File: src/shared/tcmdc_pkg.sv
`default_nettype none
package tcmdc_pkg;

  // register byte offsets
  localparam logic [7:0] TCMDC_CTRL_OFS = 8'h00;
  localparam logic [7:0] TCMDC_DEFECT_OFS = 8'h04;
  localparam logic [7:0] TCMDC_CAUSE_OFS = 8'h08;
  localparam logic [7:0] TCMDC_IRQ_STS_OFS = 8'h0c;
  localparam logic [7:0] TCMDC_IRQ_MASK_OFS = 8'h10;
  localparam logic [7:0] TCMDC_NEAR_CNT_OFS = 8'h14;
  localparam logic [7:0] TCMDC_FAR_CNT_OFS = 8'h18;
  localparam logic [7:0] TCMDC_OUT_CNT_OFS = 8'h1c;
  localparam logic [7:0] TCMDC_SECONDS_OFS = 8'h20;

  // control field positions
  localparam int TCMDC_CTRL_MODE_BIT = 0;
  localparam int TCMDC_CTRL_SSF_REP_BIT = 1;
  localparam int TCMDC_CTRL_RDI_REP_BIT = 2;
  localparam int TCMDC_CTRL_ODI_REP_BIT = 3;
  localparam int TCMDC_CTRL_AIS_REP_BIT = 4;
  localparam int TCMDC_CTRL_TIM_DIS_BIT = 5;
  localparam int TCMDC_CTRL_W = 6;
  localparam logic [5:0] TCMDC_CTRL_RST = 6'h00;
  localparam logic [7:0] TCMDC_MASK_RST = 8'h00;

  // tandem overhead byte
  localparam logic [7:0] TCMDC_UNEQ_CODE = 8'h00;
  localparam int TCMDC_IEC_MSB = 7;
  localparam int TCMDC_IEC_LSB = 4;
  localparam logic [3:0] TCMDC_IEC_AIS_CODE = 4'he;
  localparam int TCMDC_PERSIST_FRAMES = 5;
  localparam logic [1:0] TCMDC_LOSS_ERR_WORDS = 2'h2;
  localparam int TCMDC_CNT_W = 16;

  typedef enum logic {TCMDC_MODE_NONE, TCMDC_MODE_MON} tcmdc_mode_e;

  typedef struct packed {
    logic equipment;
    logic incoming_alarm;
    logic outgoing;
    logic remote;
    logic degrade;
    logic trace_mismatch;
    logic tandem_loss;
    logic unequipped;
    logic server_fail;
  } tcmdc_defect_s;

  typedef struct packed {
    logic incoming_alarm;
    logic outgoing_defect;
    logic remote_defect;
    logic server_fail;
    logic degrade;
    logic trace_mismatch;
    logic tandem_loss;
    logic unequipped;
  } tcmdc_cause_s;

  typedef struct packed {
    logic outgoing_far;
    logic far_end;
    logic near_end;
  } tcmdc_second_s;

endpackage
`default_nettype wire

File: src/core/tcmdc_monitor.sv
`timescale 1ns/10ps
`default_nettype none
module tcmdc_monitor
  import tcmdc_pkg::*;
#(
  parameter int CNT_W = TCMDC_CNT_W
) (
  input wire logic CLK_SYS, // 200 MHz clock
  input wire logic RST_B, // async reset, low
  input wire logic PSEL, // apb select
  input wire logic PENABLE, // apb enable
  input wire logic PWRITE, // apb write
  input wire logic [7:0] PADDR, // apb byte address
  input wire logic [31:0] PWDATA, // apb write data
  output logic [31:0] PRDATA, // apb read data
  output logic PREADY, // apb ready
  output logic PSLVERR, // apb error
  input wire logic FRAME_START, // frame start pulse
  input wire logic [7:0] TC_OVERHEAD, // tandem byte, valid on frame start
  input wire logic MFA_WORD_STROBE, // alignment word checked
  input wire logic MFA_WORD_ERROR, // checked word had errors
  input wire logic SERVER_SIGNAL_FAIL_IN, // upstream fail
  input wire logic TRACE_MISMATCH_RAW, // mismatch before gating
  input wire logic DEGRADE_DEFECT, // degrade defect
  input wire logic REMOTE_DEFECT, // remote defect
  input wire logic OUTGOING_DEFECT, // outgoing defect
  input wire logic EQUIPMENT_DEFECT, // equipment defect
  input wire logic NEAR_ERRORED_BLOCK_FLAG, // near errored block, on frame start
  input wire logic FAR_ERRORED_BLOCK_FLAG, // far errored block, on frame start
  input wire logic OUTGOING_FAR_ERRORED_BLOCK_FLAG, // outgoing errored block
  input wire logic ONE_SECOND, // one-second tick pulse
  output logic TRAIL_SIGNAL_FAIL_OUT, // trail signal fail
  output logic TRAIL_SIGNAL_DEGRADE_OUT, // trail signal degrade
  output tcmdc_cause_s FAULT_CAUSES, // gated fault causes
  output logic [CNT_W-1:0] NEAR_END_BLOCK_ERROR_COUNT, // last second
  output logic [CNT_W-1:0] FAR_END_BLOCK_ERROR_COUNT, // last second
  output logic [CNT_W-1:0] OUTGOING_FAR_BLOCK_ERROR_COUNT, // last second
  output tcmdc_second_s DEFECT_SECONDS, // last second flags
  output logic IRQ // level interrupt
);

  if (CNT_W < 1 || CNT_W > 32) begin : g_chk
    $error("tcmdc_monitor: CNT_W out of range");
  end

  typedef enum logic {TCMDC_ALIGN_LOST, TCMDC_ALIGN_IN} tcmdc_align_e;

  function automatic logic [CNT_W-1:0] sat_inc(input logic [CNT_W-1:0] v, input logic inc);
    sat_inc = (inc && (v != '1)) ? v + CNT_W'(1) : v;
  endfunction

  //////////////////////////////////////////////////////////////////////////////
  // registers and bus

  logic [TCMDC_CTRL_W-1:0] ctrl_q;
  logic [TCMDC_CTRL_W-1:0] ctrl_d;
  tcmdc_cause_s irq_sts_q;
  tcmdc_cause_s irq_sts_d;
  tcmdc_cause_s irq_mask_q;
  tcmdc_cause_s irq_mask_d;
  tcmdc_defect_s defects;
  tcmdc_cause_s cause_d;
  tcmdc_cause_s cause_q;

  wire wr_access = PSEL && PENABLE && PWRITE;
  wire hit_ctrl = PADDR == TCMDC_CTRL_OFS;
  wire hit_defect = PADDR == TCMDC_DEFECT_OFS;
  wire hit_cause = PADDR == TCMDC_CAUSE_OFS;
  wire hit_sts = PADDR == TCMDC_IRQ_STS_OFS;
  wire hit_mask = PADDR == TCMDC_IRQ_MASK_OFS;
  wire hit_near = PADDR == TCMDC_NEAR_CNT_OFS;
  wire hit_far = PADDR == TCMDC_FAR_CNT_OFS;
  wire hit_out = PADDR == TCMDC_OUT_CNT_OFS;
  wire hit_sec = PADDR == TCMDC_SECONDS_OFS;
  wire mapped = hit_ctrl | hit_defect | hit_cause | hit_sts | hit_mask
    | hit_near | hit_far | hit_out | hit_sec;

  assign PREADY = 1'b1;
  assign PSLVERR = PSEL && PENABLE && !mapped;
  assign PRDATA = !(PSEL && !PWRITE) ? 32'h0000_0000
    : hit_ctrl ? 32'(ctrl_q)
    : hit_defect ? 32'(defects)
    : hit_cause ? 32'(cause_q)
    : hit_sts ? 32'(irq_sts_q)
    : hit_mask ? 32'(irq_mask_q)
    : hit_near ? 32'(NEAR_END_BLOCK_ERROR_COUNT)
    : hit_far ? 32'(FAR_END_BLOCK_ERROR_COUNT)
    : hit_out ? 32'(OUTGOING_FAR_BLOCK_ERROR_COUNT)
    : hit_sec ? 32'(DEFECT_SECONDS)
    : 32'h0000_0000;

  assign ctrl_d = (wr_access && hit_ctrl) ? PWDATA[TCMDC_CTRL_W-1:0] : ctrl_q;
  assign irq_mask_d = (wr_access && hit_mask) ? tcmdc_cause_s'(PWDATA[7:0]) : irq_mask_q;

  wire monitoring_enabled = tcmdc_mode_e'(ctrl_q[TCMDC_CTRL_MODE_BIT]) == TCMDC_MODE_MON;
  wire server_fail_report_enable = ctrl_q[TCMDC_CTRL_SSF_REP_BIT];
  wire remote_defect_report_enable = ctrl_q[TCMDC_CTRL_RDI_REP_BIT];
  wire outgoing_defect_report_enable = ctrl_q[TCMDC_CTRL_ODI_REP_BIT];
  wire incoming_alarm_report_enable = ctrl_q[TCMDC_CTRL_AIS_REP_BIT];
  wire mismatch_detect_disable = ctrl_q[TCMDC_CTRL_TIM_DIS_BIT];

  //////////////////////////////////////////////////////////////////////////////
  // defect detection

  logic unequipped_defect;
  logic incoming_alarm_defect;
  tcmdc_align_e align_q;
  tcmdc_align_e align_d;
  logic bad_word_q;
  logic bad_word_d;

  tcmdc_persist #(
    .FRAMES(TCMDC_PERSIST_FRAMES)
  ) u_unequipped (
    .clk(CLK_SYS),
    .rst_b(RST_B),
    .frame(FRAME_START),
    .match(TC_OVERHEAD == TCMDC_UNEQ_CODE),
    .state_q(unequipped_defect)
  );

  tcmdc_persist #(
    .FRAMES(TCMDC_PERSIST_FRAMES)
  ) u_incoming_alarm (
    .clk(CLK_SYS),
    .rst_b(RST_B),
    .frame(FRAME_START),
    .match(TC_OVERHEAD[TCMDC_IEC_MSB:TCMDC_IEC_LSB] == TCMDC_IEC_AIS_CODE),
    .state_q(incoming_alarm_defect)
  );

  // multiframe alignment: two consecutive bad words lose it, one good regains
  always_comb begin
    align_d = align_q;
    bad_word_d = bad_word_q;
    if (MFA_WORD_STROBE) begin
      bad_word_d = MFA_WORD_ERROR;
      case (align_q)
        TCMDC_ALIGN_IN: begin
          if (MFA_WORD_ERROR && bad_word_q) begin
            align_d = TCMDC_ALIGN_LOST;
          end
        end
        TCMDC_ALIGN_LOST: begin
          if (!MFA_WORD_ERROR) begin
            align_d = TCMDC_ALIGN_IN;
          end
        end
        default: align_d = TCMDC_ALIGN_LOST;
      endcase
    end
  end

  wire multiframe_lost_state = align_q == TCMDC_ALIGN_LOST;
  wire multiframe_aligned_state = align_q == TCMDC_ALIGN_IN;

  always_comb begin
    defects.server_fail = SERVER_SIGNAL_FAIL_IN;
    defects.unequipped = unequipped_defect;
    defects.tandem_loss = multiframe_lost_state;
    defects.trace_mismatch = TRACE_MISMATCH_RAW && !SERVER_SIGNAL_FAIL_IN && !mismatch_detect_disable;
    defects.degrade = DEGRADE_DEFECT;
    defects.remote = REMOTE_DEFECT;
    defects.outgoing = OUTGOING_DEFECT;
    defects.incoming_alarm = incoming_alarm_defect;
    defects.equipment = EQUIPMENT_DEFECT;
  end

  //////////////////////////////////////////////////////////////////////////////
  // consequent actions and correlation

  wire tsf_d = defects.server_fail | defects.unequipped | defects.trace_mismatch | defects.tandem_loss;
  wire tsd_d = defects.degrade;
  wire uneq_tim_ltc = defects.unequipped | defects.trace_mismatch | defects.tandem_loss;

  always_comb begin
    cause_d.unequipped = monitoring_enabled && defects.unequipped;
    cause_d.tandem_loss = monitoring_enabled && !defects.unequipped && !defects.server_fail
      && defects.tandem_loss;
    cause_d.trace_mismatch = monitoring_enabled && !defects.unequipped && !defects.tandem_loss
      && defects.trace_mismatch;
    cause_d.degrade = monitoring_enabled && !defects.trace_mismatch && !defects.tandem_loss
      && defects.degrade;
    cause_d.server_fail = monitoring_enabled && defects.server_fail && server_fail_report_enable;
    cause_d.remote_defect = monitoring_enabled && !uneq_tim_ltc && defects.remote
      && remote_defect_report_enable;
    cause_d.outgoing_defect = monitoring_enabled && !uneq_tim_ltc && defects.outgoing
      && outgoing_defect_report_enable;
    cause_d.incoming_alarm = monitoring_enabled && defects.incoming_alarm && !defects.server_fail
      && !defects.tandem_loss && !defects.trace_mismatch && incoming_alarm_report_enable;
  end

  // rising fault causes raise sticky status; set wins over clear
  wire tcmdc_cause_s cause_rise = cause_d & ~cause_q;
  wire tcmdc_cause_s sts_clr = (wr_access && hit_sts) ? tcmdc_cause_s'(PWDATA[7:0]) : '0;
  assign irq_sts_d = (irq_sts_q & ~sts_clr) | cause_rise;
  assign IRQ = |(irq_sts_q & irq_mask_q);

  //////////////////////////////////////////////////////////////////////////////
  // per-second performance monitoring

  logic [CNT_W-1:0] near_acc_q;
  logic [CNT_W-1:0] far_acc_q;
  logic [CNT_W-1:0] out_acc_q;
  tcmdc_second_s sec_acc_q;
  wire [CNT_W-1:0] near_sum = sat_inc(near_acc_q, FRAME_START && NEAR_ERRORED_BLOCK_FLAG);
  wire [CNT_W-1:0] far_sum = sat_inc(far_acc_q, FRAME_START && FAR_ERRORED_BLOCK_FLAG);
  wire [CNT_W-1:0] out_sum = sat_inc(out_acc_q, FRAME_START && OUTGOING_FAR_ERRORED_BLOCK_FLAG);
  tcmdc_second_s sec_now;
  always_comb begin
    sec_now.near_end = sec_acc_q.near_end | tsf_d | defects.equipment;
    sec_now.far_end = sec_acc_q.far_end | defects.remote;
    sec_now.outgoing_far = sec_acc_q.outgoing_far | defects.outgoing;
  end

  //////////////////////////////////////////////////////////////////////////////
  // state

  always_ff @(posedge CLK_SYS or negedge RST_B) begin
    if (!RST_B) begin
      ctrl_q <= TCMDC_CTRL_RST;
      irq_mask_q <= tcmdc_cause_s'(TCMDC_MASK_RST);
      irq_sts_q <= '0;
      cause_q <= '0;
      align_q <= TCMDC_ALIGN_LOST;
      bad_word_q <= 1'b0;
      TRAIL_SIGNAL_FAIL_OUT <= 1'b0;
      TRAIL_SIGNAL_DEGRADE_OUT <= 1'b0;
    end else begin
      ctrl_q <= ctrl_d;
      irq_mask_q <= irq_mask_d;
      irq_sts_q <= irq_sts_d;
      cause_q <= cause_d;
      align_q <= align_d;
      bad_word_q <= bad_word_d;
      TRAIL_SIGNAL_FAIL_OUT <= tsf_d;
      TRAIL_SIGNAL_DEGRADE_OUT <= tsd_d;
    end
  end

  assign FAULT_CAUSES = cause_q;

  always_ff @(posedge CLK_SYS or negedge RST_B) begin
    if (!RST_B) begin
      near_acc_q <= '0;
      far_acc_q <= '0;
      out_acc_q <= '0;
      sec_acc_q <= '0;
    end else if (ONE_SECOND) begin
      near_acc_q <= '0;
      far_acc_q <= '0;
      out_acc_q <= '0;
      sec_acc_q <= '0;
    end else begin
      near_acc_q <= near_sum;
      far_acc_q <= far_sum;
      out_acc_q <= out_sum;
      sec_acc_q <= sec_now;
    end
  end

  always_ff @(posedge CLK_SYS or negedge RST_B) begin
    if (!RST_B) begin
      NEAR_END_BLOCK_ERROR_COUNT <= '0;
      FAR_END_BLOCK_ERROR_COUNT <= '0;
      OUTGOING_FAR_BLOCK_ERROR_COUNT <= '0;
      DEFECT_SECONDS <= '0;
    end else if (ONE_SECOND) begin
      NEAR_END_BLOCK_ERROR_COUNT <= near_sum;
      FAR_END_BLOCK_ERROR_COUNT <= far_sum;
      OUTGOING_FAR_BLOCK_ERROR_COUNT <= out_sum;
      DEFECT_SECONDS <= sec_now;
    end
  end
endmodule
`default_nettype wire

File: src/core/tcmdc_persist.sv
`timescale 1ns/10ps
`default_nettype none
module tcmdc_persist #(
  parameter int FRAMES = 5
) (
  input wire logic clk, // system clock
  input wire logic rst_b, // async reset, low
  input wire logic frame, // one pulse per frame
  input wire logic match, // frame carries the code
  output logic state_q // filtered state
);

  localparam int W = $clog2(FRAMES + 1);
  localparam logic [W-1:0] LAST = W'(FRAMES - 1);

  if (FRAMES < 1 || FRAMES > 255) begin : g_chk
    $error("tcmdc_persist: FRAMES out of range");
  end

  logic [W-1:0] cnt_q;
  logic [W-1:0] cnt_d;
  logic state_d;
  wire differs = frame && (match != state_q);
  wire flip = differs && (cnt_q == LAST);

  // count consecutive frames that disagree with the state
  assign cnt_d = !frame ? cnt_q : (!differs || flip) ? '0 : cnt_q + W'(1);
  assign state_d = flip ? match : state_q;

  always_ff @(posedge clk or negedge rst_b) begin
    if (!rst_b) begin
      cnt_q <= '0;
      state_q <= 1'b0;
    end else begin
      cnt_q <= cnt_d;
      state_q <= state_d;
    end
  end

endmodule
`default_nettype wire

File: config.mk
export PLATFORM = sky130hd
export DESIGN_NAME = tcmdc_monitor
export DESIGN_NICKNAME = d
export VERILOG_FILES = /design/src/shared/tcmdc_pkg.sv /design/src/core/tcmdc_monitor.sv /design/src/core/tcmdc_persist.sv
export SDC_FILE = /design/constraint.sdc
export NUM_CORES = 1
export LEC_CHECK = 0
export BUFFER_PORTS_ARGS = -buffer_cell sky130_fd_sc_hd__buf_4
export CAP_MARGIN = 15
export CORE_MARGIN = 1
export CORE_UTILIZATION = 50
export DETAILED_ROUTE_END_ITERATION = 6
export PLACE_DENSITY = 0.73
export SLEW_MARGIN = 5
export SYNTH_ARGS = -nofsm -noshare
export SYNTH_HDL_FRONTEND = slang
export SYNTH_SLANG_ARGS = --single-unit
File: constraint.sdc
create_clock -name CLK_SYS -period 3.55 [get_ports CLK_SYS]
set_input_delay 0.71 -clock CLK_SYS [delete_from_list [all_inputs] [get_ports CLK_SYS]]
set_output_delay 0.71 -clock CLK_SYS [all_outputs]
set_load 0.05 [all_outputs]
==> key figures <==
Yosys
  • Synth warn: 0
  • Syn Inst Count: 749
  • Post-synthesis sequential area ratio: 0.497
  • Synth unique cells: 58
  • Seq cells post-synth: 144
  • Synth cell count leaders: dfrtp_1 (144), nor2_1 (117), a21oi_1 (63)
  • Synth top area cells: dfrtp_1 (50%), nor2_1 (6.1%), a21oi_1 (4.3%)
  • Yosys top cell area share: 0.497
  • Syn avg cell area: 9.68 µm²
  • Post-synth ARST share: 1.00
  • Number of synthesized flops with an enable pin: 0
  • Netlist Area Pre-Place: 0.00725 mm²
  • Main synth FF type: dfrtp_1
  • Area leader, netlist: dfrtp_1
  • Most numerous cell in the Yosys netlist: dfrtp_1

Clocking
  • Clk buf depth: 2
  • CTS Sinks: 144
  • Root Driver: clkbuf_16
  • Num CTS Buffers: 17
  • CTS tree: built
  • Clock network latency to the later pin of the worst-skew pair: 0.44 ns
  • Clk slew on worst S/H paths: 0.07 ns
  • # H-tree levels: 4

Die
  • Die ar.: 0.0150 mm²
  • Core Region: 0.0140 mm²
  • IO Count: 162
  • Initial Util: 0.518
  • Die H: 122 µm
  • Num rows: 43
  • Chip Width: 122 µm

Routing
  • Drt pass-1 iters: 5
  • WL/cell: 19.2 µm
  • Drt total wl: 20,300 µm
  • DR vias: 6,177
  • DRC viols: 0
  • DR iter-0 viols: 587
  • Via/cell ratio: 5.83
  • Antenna viol nets, final: 0

Placement
  • Post-DP HPWL: 14,600 µm
  • Placed Cells: 1,027
  • RD Place Congestion: 0.886
  • Number of buffers added on ports: 120

Outcome
  • Outcome: completed

Pwr
  • Pwr dens: 468 mW/mm²
  • P_int: 0.00298 W
  • Clock Power Share: 0.453
  • Combinational fraction of design power: 0.128
  • Switch Pwr: 0.00122 W
  • Leak: 4.09 nW
  • VDD IR-drop max: 0.514 mV
  • Switch share: 0.290
  • Sequential power share: 0.419

Global routing
  • Vias in the first global route: 5,952
  • Initial antenna violation count: 0
  • GRT Residual Overflow: 0
  • Pin count of the biggest net entering global routing: 87
  • First-pass GRT wire length: 31,900 µm
  • GRT Total Usage: 0.286

Setup path
  • Most frequent CP cell: buf_4
  • Start of the worst register-to-register path: far_acc_q[0]
  • Worst setup SP type: primary input
  • R2R depth: 6
  • CP Data Arrival Time: 2.76 ns
  • Required time worst endpoint: 2.84 ns
  • Reg-to-reg setup timing slack: 1.20 ns
  • Max FO, Critical Path: 6
  • CP Capture Type: primary output
  • Slowest library cell on the worst path: or4_1
  • Critical path origin: PADDR[1]
  • Crit Path Category: in -> out
  • CP endpoint: PRDATA[5]
  • Slowest stage delay, CP: 0.59 ns
  • Worst R2R End: FAR_END_BLOCK_ERROR_COUNT[3]
  • Critical-path cell list: buf_4, or4_1, or3_1, buf_4, a21oi_1, a21oi_1, a211oi_2, buf_4

Layout
  • Syn-to-layout area delta: 23.7%
  • Nets: 939
  • Final Core Density: 0.641
  • Fillers: 1,173
  • Final non-filler cell total: 1,059
  • Layout cell share with drive strength beyond 1: 0.231
  • N_diodes: 0

Run
  • MaxCap Viol Count: 0

STA
  • Final worst-path cycle share: 0.978
  • Hold Vio Cnt, Final: 0
  • Max-slew violation count: 0
  • RSZ-0062 raised after global routing: false
  • Clk_skew: 0.0113 ns
  • Peak Freq: 0.288 GHz
  • Final setup viols: 0
  • Period minus WS final: 3.47 ns
  • Worst Max-Slew Pin Slew: 0.919 ns
  • Slew margin rel.: 0.380

Worst hold path
  • HP Class: in -> async
==> repair_timing <==
action                                  4_1_cts  5_1_grt
resized for setup                             0        1
endpoints found under the setup margin        0        1
hold buffers                                  0        0
setup buffers                                 0        0
==> worst min path at each step <==
stage	endpoint	cells after the start	slack, ns	from
final	align_q	1	0.31	RST_B
after floorplan	DEFECT_SECONDS[0]	0	0.41	RST_B
after CTS	u_incoming_alarm.state_q	1	0.35	RST_B
after detailed placement	sec_acc_q[1]	2	0.47	sec_acc_q[1]
after global routing	align_q	1	0.38	RST_B
after global placement	sec_acc_q[2]	2	0.46	sec_acc_q[2]
==> sequential cells by signal, summed over array words and instances (netlist names), 6 cells and up <==
signal / flops
FAULT_CAUSES: 8
NEAR_END_BLOCK_ERROR_COUNT: 16
out_acc_q: 16
FAR_END_BLOCK_ERROR_COUNT: 16
irq_mask_q: 8
near_acc_q: 16
ctrl_q: 6
far_acc_q: 16
irq_sts_q: 8
OUTGOING_FAR_BLOCK_ERROR_COUNT: 16
==> per-layer routing <==
metal,part of all wire,GRT usage
met1,0.44,0.390
met2,0.47,0.446
met3,0.061,0.0581
met4,0.026,0.117
met5,0,0
==> through the flow <==
step | setup WS (ns) | hold slack, ns | area [µm²] | TNS [ns] | total power (W)
CTS | 0.0987 | 0.348 | 8960 | 0 | 0.00422
floorplan | -0.385 | 0.414 | 7330 | -0.482 | 0.00211
global route | 0.0135 | 0.385 | 8970 | 0 | 0.00432
finish | 0.0774 | 0.308 | 8970 | 0 | 0.00420
global placement | 0.102 | 0.462 | 8340 | 0 | 0.00232
detailed placement | 0.113 | 0.473 | 8340 | 0 | 0.00233
==> power by group through the flow <==
stage	sequential, W	combinational, W	clock, W
3_3_place_gp	0.00179	0.000528	0
6_report	0.00176	0.000536	0.00190
5_1_grt	0.00177	0.000574	0.00198
3_5_place_dp	0.00179	0.000535	0
2_1_floorplan	0.00191	0.000208	0
4_1_cts	0.00176	0.000539	0.00192
==> critical path, delay by kind of cell <==
kind	cells	cell delay [ns]
buf+inv	3	0.54
compound gates	3	0.44
simple gates	2	1.05
==> logic make-up (layout without fill, tap and decap cells) <==
family | after synthesis | after routing | share of synthesized area
compound gates | 155 | 155 | 0.133
xor+xnor | 40 | 40 | 0.0483
fa+ha+maj | 7 | 7 | 0.0121
buf+inv | 74 | 189 | 0.0480
flops | 144 | 144 | 0.497
mux | 41 | 41 | 0.0689
other cells | 2 | 17 | 0.00104
simple gates | 286 | 286 | 0.192
==> cell usage in the layout, fill, tap and decap left out, types with 14 or more instances in the layout <==
cell,n
inv_1,21
xor2_1,21
buf_4,133
xnor2_1,19
mux2_2,16
mux2i_1,15
nand2_1,47
dfrtp_1,144
nand3_1,24
nor2_1,117
nand4_1,18
conb_1,17
a22oi_1,14
clkbuf_16,17
a21oi_1,63
o21ai_0,24
==> layout make-up <==
class / instances / area, µm² / share of cell area
Multi-Input combinational cell: 546 / 3390 / 0.378
Tap cell: 180 / 225 / 0.0251
Inverter: 21 / 78.8 / 0.00879
Timing Repair Buffer: 136 / 1050 / 0.117
Clock inverter: 15 / 198 / 0.0220
Sequential cell: 144 / 3600 / 0.402
Clock buffer: 17 / 425 / 0.0474
(Power assumes the default switching activity.)
